==> config.mk <==
export PLATFORM = sky130hd
export DESIGN_NAME = pc_stack_indirect_addr
export DESIGN_NICKNAME = d
export VERILOG_FILES = /design/src/design/pc_stack_pkg.sv /design/src/design/pc_stack_indirect_addr.sv
export SDC_FILE = /design/constraint.sdc
export NUM_CORES = 1
export LEC_CHECK = 0
export BUFFER_PORTS_ARGS = -buffer_cell sky130_fd_sc_hd__buf_2
export CELL_PAD_IN_SITES_DETAIL_PLACEMENT = 2
export CELL_PAD_IN_SITES_GLOBAL_PLACEMENT = 2
export CORE_MARGIN = 4
export CORE_UTILIZATION = 31
export DETAILED_ROUTE_END_ITERATION = 12
export PLACE_DENSITY_LB_ADDON = 0.08
export SETUP_SLACK_MARGIN = 0.05
export SLEW_MARGIN = 10
export SYNTH_ARGS = -nofsm -noshare
export SYNTH_HDL_FRONTEND = slang
export SYNTH_SLANG_ARGS = --single-unit
==> constraint.sdc <==
create_clock -name pclk -period 3.75 [get_ports pclk]
set_clock_uncertainty 0.1 [all_clocks]
set_input_delay 0.5625 -clock pclk [delete_from_list [all_inputs] [get_ports pclk]]
set_output_delay 0.5625 -clock pclk [all_outputs]
set_load 0.01 [all_outputs]
==> src/design/pc_stack_pkg.sv <==
package pc_stack_pkg;
   // datapath widths
   localparam int PC_W = 13;
   localparam int DATA_W = 8;
   localparam int LATCH_W = 5;
   localparam int ABS_W = 11;
   localparam int EFF_W = 9;
   localparam int FILE_W = 7;
   localparam int STK_DEPTH = 8;
   localparam int APB_AW = 8;
   localparam int APB_DW = 32;
   // latch bits feeding the pc top on absolute jumps
   localparam int LATCH_ABS_HI = 4;
   localparam int LATCH_ABS_LO = 3;
   // bank select bit inside the status register
   localparam int BANK_BIT = 7;
   // register byte offsets
   localparam logic [APB_AW-1:0] OFF_PC_LOW = 8'h00;
   localparam logic [APB_AW-1:0] OFF_HIGH_LATCH = 8'h04;
   localparam logic [APB_AW-1:0] OFF_FILE_PTR = 8'h08;
   localparam logic [APB_AW-1:0] OFF_STATUS = 8'h0C;
   localparam logic [APB_AW-1:0] OFF_IND_PORT = 8'h10;
   // reset values
   localparam logic [PC_W-1:0] PC_RESET = 13'h0000;
   localparam logic [LATCH_W-1:0] LATCH_RESET = 5'h00;
   localparam logic [DATA_W-1:0] FP_RESET = 8'h00;
   localparam logic BANK_RESET = 1'b0;
   // misc constants
   localparam logic [PC_W-1:0] PC_ONE = 13'h0001;
   localparam logic [FILE_W-1:0] IND_PORT_FILE = 7'h00;
   localparam logic [APB_DW-1:0] RD_ZERO = 32'h00000000;
   localparam logic [DATA_W-1:0] BYTE_ZERO = 8'h00;
   // indirect access sequencer
   typedef enum logic [2:0] {
      ST_IDLE = 3'b001,
      ST_MEM = 3'b010,
      ST_DONE = 3'b100
   } ind_state_t;
endpackage
==> src/design/pc_stack_indirect_addr.sv <==
`timescale 1ns/1ps
`default_nettype none
module pc_stack_indirect_addr
   import pc_stack_pkg::*;
#(
   // interrupt entry address, plain default
   parameter logic [PC_W-1:0] IRQ_VECTOR = 13'h0004,
   // stack depth, must be a power of two for the wrap
   parameter int DEPTH = STK_DEPTH
)(
   // clock and reset
   input wire logic pclk,
   input wire logic presetn,
   // apb slave
   input wire logic psel,
   input wire logic penable,
   input wire logic pwrite,
   input wire logic [APB_AW-1:0] paddr,
   input wire logic [APB_DW-1:0] pwdata,
   output logic [APB_DW-1:0] prdata,
   output logic pready,
   output logic pslverr,
   // instruction decoder requests
   input wire logic op_step,
   input wire logic op_goto,
   input wire logic op_call,
   input wire logic op_return,
   input wire logic op_irq,
   input wire logic op_pcl_we,
   input wire logic [ABS_W-1:0] instr_addr,
   input wire logic [DATA_W-1:0] pcl_data,
   // program counter
   output logic [PC_W-1:0] pc_out,
   // data memory master for indirect access
   output logic mem_req,
   output logic mem_we,
   output logic [EFF_W-1:0] mem_addr,
   output logic [DATA_W-1:0] mem_wdata,
   input wire logic [DATA_W-1:0] mem_rdata
);
   localparam int SP_W = $clog2(DEPTH);
   localparam logic [SP_W-1:0] SP_ONE = {{(SP_W-1){1'b0}}, 1'b1};
   localparam logic [SP_W-1:0] SP_RESET = {SP_W{1'b0}};

   logic [PC_W-1:0] pc_reg; // program counter
   logic [PC_W-1:0] pc_next;
   logic [LATCH_W-1:0] latch_reg; // pc high latch
   logic [DATA_W-1:0] fp_reg; // file pointer
   logic bank_reg; // bank select for indirect
   logic [PC_W-1:0] stack_reg [DEPTH]; // return stack
   logic [SP_W-1:0] sp_reg; // next free slot
   logic [SP_W-1:0] sp_top; // slot of last push
   logic [PC_W-1:0] push_val;
   ind_state_t state_reg; // indirect sequencer
   logic ind_self_reg; // pointer aimed at the port itself
   logic [APB_DW-1:0] prdata_reg;
   logic mem_req_reg;
   logic mem_we_reg;
   logic [EFF_W-1:0] mem_addr_reg;
   logic [DATA_W-1:0] mem_wdata_reg;
   // decode and strobes
   logic access_ph, setup_ph;
   logic sel_pcl, sel_latch, sel_fp, sel_stat, sel_ind, mapped;
   logic apb_wr, ind_self;
   // gated core operations
   logic irq_go, call_go, goto_go, ret_go, cpcl_go, apcl_go, step_go;
   logic push_go, pop_go;

   assign access_ph = psel & penable;
   assign setup_ph = psel & ~penable;

   // address decode; stack pointer has no offset at all
   always_comb begin
      sel_pcl = 1'b0;
      sel_latch = 1'b0;
      sel_fp = 1'b0;
      sel_stat = 1'b0;
      sel_ind = 1'b0;
      if (paddr == OFF_PC_LOW) begin
         sel_pcl = 1'b1;
      end else if (paddr == OFF_HIGH_LATCH) begin
         sel_latch = 1'b1;
      end else if (paddr == OFF_FILE_PTR) begin
         sel_fp = 1'b1;
      end else if (paddr == OFF_STATUS) begin
         sel_stat = 1'b1;
      end else if (paddr == OFF_IND_PORT) begin
         sel_ind = 1'b1;
      end
   end
   assign mapped = sel_pcl | sel_latch | sel_fp | sel_stat | sel_ind;

   // indirect accesses wait for the memory, all others answer at once
   assign pready = ~sel_ind | (state_reg == ST_DONE);
   // unmapped offsets fail, writes ignored, read zero
   assign pslverr = access_ph & ~mapped;
   assign apb_wr = access_ph & pready & pwrite & mapped;
   // port aimed at itself through the bank-local file bits
   assign ind_self = (fp_reg[FILE_W-1:0] == IND_PORT_FILE);

   // one pc change per cycle; interrupt entry wins over everything
   assign irq_go = op_irq;
   assign call_go = op_call & ~op_irq;
   assign goto_go = op_goto & ~op_irq & ~op_call;
   assign ret_go = op_return & ~op_irq & ~op_call & ~op_goto;
   assign cpcl_go = op_pcl_we & ~(op_irq | op_call | op_goto | op_return);
   // software write loses to any decoder jump in the same cycle
   assign apcl_go = apb_wr & sel_pcl
      & ~(op_irq | op_call | op_goto | op_return | op_pcl_we);
   assign step_go = op_step & ~(op_irq | op_call | op_goto | op_return
      | op_pcl_we | (apb_wr & sel_pcl));
   assign push_go = irq_go | call_go;
   assign pop_go = ret_go;
   assign sp_top = sp_reg - SP_ONE;
   // call returns past itself, interrupt resumes the skipped one
   assign push_val = irq_go ? pc_reg : pc_reg + PC_ONE;

   // pc next value; upper bits come from the latch, the stack, the interrupt vector or the step carry
   always_comb begin
      pc_next = pc_reg;
      if (irq_go) begin
         pc_next = IRQ_VECTOR;
      end else if (call_go | goto_go) begin
         // top two from latch, eleven from instruction
         pc_next = {latch_reg[LATCH_ABS_HI:LATCH_ABS_LO], instr_addr};
      end else if (ret_go) begin
         pc_next = stack_reg[sp_top];
      end else if (cpcl_go) begin
         // alu result, no carry into the top
         pc_next = {latch_reg, pcl_data};
      end else if (apcl_go) begin
         pc_next = {latch_reg, pwdata[DATA_W-1:0]};
      end else if (step_go) begin
         pc_next = pc_reg + PC_ONE;
      end
   end

   // program counter
   always_ff @(posedge pclk or negedge presetn) begin
      if (!presetn) begin
         pc_reg <= PC_RESET;
      end else begin
         pc_reg <= pc_next;
      end
   end
   assign pc_out = pc_reg;

   // high latch, only software touches it
   always_ff @(posedge pclk or negedge presetn) begin
      if (!presetn) begin
         latch_reg <= LATCH_RESET;
      end else if (apb_wr & sel_latch) begin
         latch_reg <= pwdata[LATCH_W-1:0];
      end
   end

   // file pointer and bank bit
   always_ff @(posedge pclk or negedge presetn) begin
      if (!presetn) begin
         fp_reg <= FP_RESET;
         bank_reg <= BANK_RESET;
      end else begin
         if (apb_wr & sel_fp) begin
            fp_reg <= pwdata[DATA_W-1:0];
         end
         if (apb_wr & sel_stat) begin
            bank_reg <= pwdata[BANK_BIT];
         end
      end
   end

   // return stack; pointer wraps, no flag kept
   always_ff @(posedge pclk or negedge presetn) begin
      if (!presetn) begin
         sp_reg <= SP_RESET;
         for (int i = 0; i < DEPTH; i++) begin
            stack_reg[i] <= PC_RESET;
         end
      end else if (push_go) begin
         stack_reg[sp_reg] <= push_val;
         sp_reg <= sp_reg + SP_ONE;
      end else if (pop_go) begin
         sp_reg <= sp_top;
      end
   end

   // indirect sequencer: issue, wait one cycle, answer
   always_ff @(posedge pclk or negedge presetn) begin
      if (!presetn) begin
         state_reg <= ST_IDLE;
      end else begin
         case (state_reg)
            ST_IDLE: begin
               if (access_ph & sel_ind) begin
                  state_reg <= ST_MEM;
               end
            end
            ST_MEM: begin
               state_reg <= ST_DONE;
            end
            ST_DONE: begin
               state_reg <= ST_IDLE;
            end
            default: begin
               state_reg <= ST_IDLE;
            end
         endcase
      end
   end

   // memory request; self-aimed access never reaches memory
   always_ff @(posedge pclk or negedge presetn) begin
      if (!presetn) begin
         mem_req_reg <= 1'b0;
         mem_we_reg <= 1'b0;
         mem_addr_reg <= {EFF_W{1'b0}};
         mem_wdata_reg <= BYTE_ZERO;
         ind_self_reg <= 1'b0;
      end else if (state_reg == ST_IDLE && access_ph && sel_ind) begin
         mem_req_reg <= ~ind_self;
         mem_we_reg <= pwrite;
         mem_addr_reg <= {bank_reg, fp_reg};
         mem_wdata_reg <= pwdata[DATA_W-1:0];
         ind_self_reg <= ind_self;
      end else begin
         mem_req_reg <= 1'b0;
      end
   end
   assign mem_req = mem_req_reg;
   assign mem_we = mem_we_reg;
   assign mem_addr = mem_addr_reg;
   assign mem_wdata = mem_wdata_reg;

   // read data, captured in setup so it is stable through access; indirect port data captured in the memory state
   always_ff @(posedge pclk or negedge presetn) begin
      if (!presetn) begin
         prdata_reg <= RD_ZERO;
      end else if (state_reg == ST_MEM) begin
         prdata_reg <= RD_ZERO;
         if (!ind_self_reg) begin
            prdata_reg[DATA_W-1:0] <= mem_rdata;
         end
      end else if (setup_ph) begin
         prdata_reg <= RD_ZERO;
         if (sel_pcl) begin
            prdata_reg[DATA_W-1:0] <= pc_reg[DATA_W-1:0];
         end else if (sel_latch) begin
            prdata_reg[LATCH_W-1:0] <= latch_reg;
         end else if (sel_fp) begin
            prdata_reg[DATA_W-1:0] <= fp_reg;
         end else if (sel_stat) begin
            prdata_reg[BANK_BIT] <= bank_reg;
         end
      end
   end
   assign prdata = prdata_reg;

   // checks
   AST_PC_RESET: assert property (
      @(posedge pclk) !presetn |-> pc_reg == PC_RESET)
      else $error("pc not cleared under reset");
   AST_PCL_WRITE: assert property (
      @(posedge pclk) disable iff (!presetn)
      apcl_go |=> pc_reg == {$past(latch_reg), $past(pwdata[DATA_W-1:0])})
      else $error("low byte write did not load pc from latch");
   AST_ABS_JUMP: assert property (
      @(posedge pclk) disable iff (!presetn)
      goto_go |=> pc_reg[PC_W-1:ABS_W] ==
         $past(latch_reg[LATCH_ABS_HI:LATCH_ABS_LO])
         && pc_reg[ABS_W-1:0] == $past(instr_addr))
      else $error("absolute jump target wrong");
   AST_COMPUTED: assert property (
      @(posedge pclk) disable iff (!presetn)
      cpcl_go |=> pc_reg[PC_W-1:DATA_W] == $past(latch_reg)
         && pc_reg[DATA_W-1:0] == $past(pcl_data))
      else $error("computed jump carried or lost latch");
   AST_CALL_RET: assert property (
      @(posedge pclk) disable iff (!presetn)
      call_go ##1 ret_go |=> pc_reg == $past(pc_reg, 2) + PC_ONE)
      else $error("return did not resume after call");
   AST_IRQ_ENTRY: assert property (
      @(posedge pclk) disable iff (!presetn)
      irq_go |=> pc_reg == IRQ_VECTOR
         && stack_reg[$past(sp_reg)] == $past(pc_reg))
      else $error("interrupt entry push or vector wrong");
   AST_LATCH_KEEP: assert property (
      @(posedge pclk) disable iff (!presetn)
      (push_go || pop_go) && !(apb_wr && sel_latch) |=> $stable(latch_reg))
      else $error("stack operation changed latch");
   AST_WRAP: assert property (
      @(posedge pclk) disable iff (!presetn)
      push_go && sp_reg == {SP_W{1'b1}} |=> sp_reg == SP_RESET)
      else $error("stack pointer did not wrap");
   AST_SELF_READ: assert property (
      @(posedge pclk) disable iff (!presetn)
      state_reg == ST_MEM && ind_self_reg |=> prdata_reg == RD_ZERO)
      else $error("self-aimed indirect read not zero");
   AST_SELF_NOSTORE: assert property (
      @(posedge pclk) disable iff (!presetn)
      mem_req_reg |-> mem_addr_reg[FILE_W-1:0] != IND_PORT_FILE)
      else $error("self-aimed indirect reached memory");
   AST_EFF_ADDR: assert property (
      @(posedge pclk) disable iff (!presetn)
      state_reg == ST_IDLE && access_ph && sel_ind && !ind_self
      |=> mem_req_reg && mem_addr_reg == {$past(bank_reg), $past(fp_reg)})
      else $error("indirect address not bank and pointer");
   COV_CALL_RET: cover property (
      @(posedge pclk) disable iff (!presetn) call_go ##1 ret_go);
   COV_WRAP: cover property (
      @(posedge pclk) disable iff (!presetn)
      push_go && sp_reg == {SP_W{1'b1}});
   COV_IND_READ: cover property (
      @(posedge pclk) disable iff (!presetn)
      state_reg == ST_DONE && !ind_self_reg && !pwrite);
   COV_GOTO: cover property (
      @(posedge pclk) disable iff (!presetn) goto_go);
endmodule // pc_stack_indirect_addr
`default_nettype wire

==> key figures <==
Routing
  – DRT antenna net count: 0
  – DRT iter0 DRCs: a little under 300
  – Drt total wl: roughly 27000 um
  – Via density: 5.21
  – First-pass DRT Iterations: 4
  – Routed wire length per instance: 22.3 um
  – DRC viols: 0
  – Vias: ~6400

Power
  – Flop pwr share: 0.383
  – Power per Cell Area: 735 nW/um^2
  – Sw frac: 0.379
  – Int Power: 4.37 mW
  – P_sw: between 2 and 3 mW
  – Worst vdd ir: 0.000281 V
  – Clk pwr share: 0.252
  – Total power: 7.04 mW
  – Gate power share: 0.365
  – Total leakage power: 4.33 nW

Clock network
  – Clk root buf: clkbuf_16
  – Number of gates resized after CTS: 0
  – Worst-path clk slew: 70 ps
  – TritonCTS Sinks: 165
  – CTS H-Tree Depth: 4
  – Clock Latency Late Sink: 440 ps
  – CTS tree: yes
  – # hold bufs at CTS: 0
  – CTS max path bufs: 2
  – Postcts setup bufs: 0
  – Num CTS Buffers: 17

Yosys
  – Post-synthesis cell count: 789
  – Top cells by area, synth: dfrtp_1, mux4_2, mux2_2, nor2_1, a21oi_1
  – Netlist Area Pre-Place: 8220 um^2
  – Count leader, synth: dfrtp_1
  – Part of the Yosys area used for sequential elements: 0.502
  – Synth Area per Inst: 10.4 um^2
  – Async SR Flop Fraction: 1.00
  – YS warnings: 0
  – Synth Register Bits: roughly 170
  – Top cell type's share of synthesized area: 0.499
  – Post-synth EDFFs: 0
  – Synth cell count leaders: dfrtp_1, nor2_1, nand2_1
  – Main synth FF type: dfrtp_1
  – Yosys cell types: 58
  – Area leader, netlist: dfrtp_1

Floorplanning
  – Die ar.: 29200 um^2
  – Initial Util: 0.316
  – Die width: 171 um
  – Row count: ~60
  – Die Ht: 171 um
  – # IOs: 144
  – Core area: around 26000 um^2

Status
  – Status: finished, final reports clean

Critical path
  – CP Buf/Inv Count: 2
  – Worst EP arrival: 3150 ps
  – Setup crit end kind: flip-flop
  – CP max FO: 10
  – Cell breakdown of the critical path: inv_1 > ha_1 > buf_4 > mux4_2 > mux2i_1 > o221ai_1 > a211oi_1 > o31ai_1
  – Slowest-stage cell, CP: dfrtp_1
  – CP Launch Type: flip-flop
  – CP delay by family, top: multiplexers
  – Req. time, crit path: 3950 ps
  – Kind of critical path: reg2reg
  – CP peak stage delay: 550 ps

Place
  – Port Buffers: 95
  – Final Wtd Congestion: 0.768
  – Post-placement setup slack: 773 ps
  – HPWL after detailed placement: 19800 um

STA
  – Setup TNS: 0 ps
  – RSZ-0062 raised after global routing: no
  – Setup violations, final: 0
  – Worst rel slew slack: 0.272
  – Post-route clock period utilization: 0.785
  – Worst setup margin: 807 ps
  – Worst-margin pin slew: around 1100 ps
  – Hold Vio Cnt, Final: 0
  – Max Slew Vio Count: 0
  – Min Tclk post-route: 2940 ps
  – Fmax: 340 MHz

Cells and area
  – Layout area overhead: 16.5%
  – Nets: roughly 950
  – Share of cells above drive strength 1: 0.258
  – Finished Core Util: 0.368
  – Max FFs per register: 104
  – Diode count: 0
  – Filler Cell Count: 2804
  – Multi-input combinational cell area: 3730 um^2
  – Reg area: roughly 4100 um^2

Global route
  – Initial antenna violation count: 0
  – Vias in the first global route: 7150
  – Total global routing overflow: 0
  – First-pass GRT wire length: 42300 um
  – GR Util All Layers: 0.189
  – Largest net degree at the start of global routing: a little over 80

Run
  – Maxcap violations: 0

Worst hold path
  – Type of the tightest min-delay check: in2async
==> stage by stage <==
step / instance area, um^2 / hold WS, ps / std cells
2_1_floorplan: 8310 / 167 / 812
4_1_cts: 9580 / 129 / 1221
6_report: 9580 / 96.7 / 1221
5_1_grt: 9580 / 157 / 1221
3_3_place_gp: 8980 / 356 / 1189
3_5_place_dp: 8980 / 370 / 1189
==> power groups by stage <==
stage	clock network (mW)	logic, mW	registers [mW]
after global placement	0	2.48	2.67
after floorplan	0	1.83	2.59
final	1.77	2.57	2.70
after CTS	1.82	2.63	2.71
after global routing	1.89	2.85	2.77
after detailed placement	0	2.62	2.74
==> cell usage in the layout, fill, tap and decap left out, types with 5 or more instances in the layout <==
master and count:
nand4_1 6, nor2_1 99, o21ai_0 64, xnor2_1 16
dfrtp_1 164, nand2_1 79, a32o_1 6, clkbuf_16 17
a21oi_1 69, mux2i_1 22, buf_4 21, nor3_1 10
inv_8 5, mux2_2 36, or3_1 7, o22ai_1 5
xor2_1 10, mux4_2 26, a22oi_1 8, inv_1 18
nand3_1 13, conb_1 24, buf_2 94
==> worst paths after layout <==
| check | slack (ps) | start | depth (start not counted) | to |
|---|---|---|---|---|
| setup / recovery | 810 | sp_reg[1] | 8 | pc_out[2] |
| hold / removal | 100 | presetn | 1 | mem_wdata[1] |
| setup reg to reg | 810 | sp_reg[1] | 8 | pc_out[2] |
| hold reg to reg | 380 | stack_reg[102] | 2 | stack_reg[102] |
| max in group asynchronous | 2330 | presetn | 2 | stack_reg[57] |
| min in group pclk | 290 | instr_addr[10] | 2 | pc_out[10] |
==> logic make-up after synthesis <==
group           synth area share
buf+inv                   0.0563
xor+xnor                  0.0277
flops                      0.502
fa+ha+maj                0.00457
other cells             0.000456
simple gates               0.139
compound gates             0.121
mux                        0.149
==> area by class of cell <==
cell class,instances,area share
clock buffers,18,0.0459
clock inverters,14,0.0163
inverters,18,0.00705
multi-input cells,555,0.389
flip-flops and latches,165,0.431
well taps,335,0.0438
repair buffers,116,0.0668
==> metal layers <==
metal | track usage | vias to the layer above | routed length (um)
li1 | - | 2903 | -
met1 | 0.235 | 3343 | 11600
met2 | 0.350 | 97 | 14500
met3 | 0.0261 | 14 | 778
met4 | 0.0424 | 0 | 283
met5 | 0 | - | 0
==> worst reg2reg max path: stages (launching register included) <==
cell and delay (ps):
dfrtp_1 550, inv_1 120, ha_1 460, buf_4 280
mux4_2 330, mux2i_1 360, o221ai_1 220, a211oi_1 260
o31ai_1 130
No activity file was read; power rests on OpenSTA's default activity.
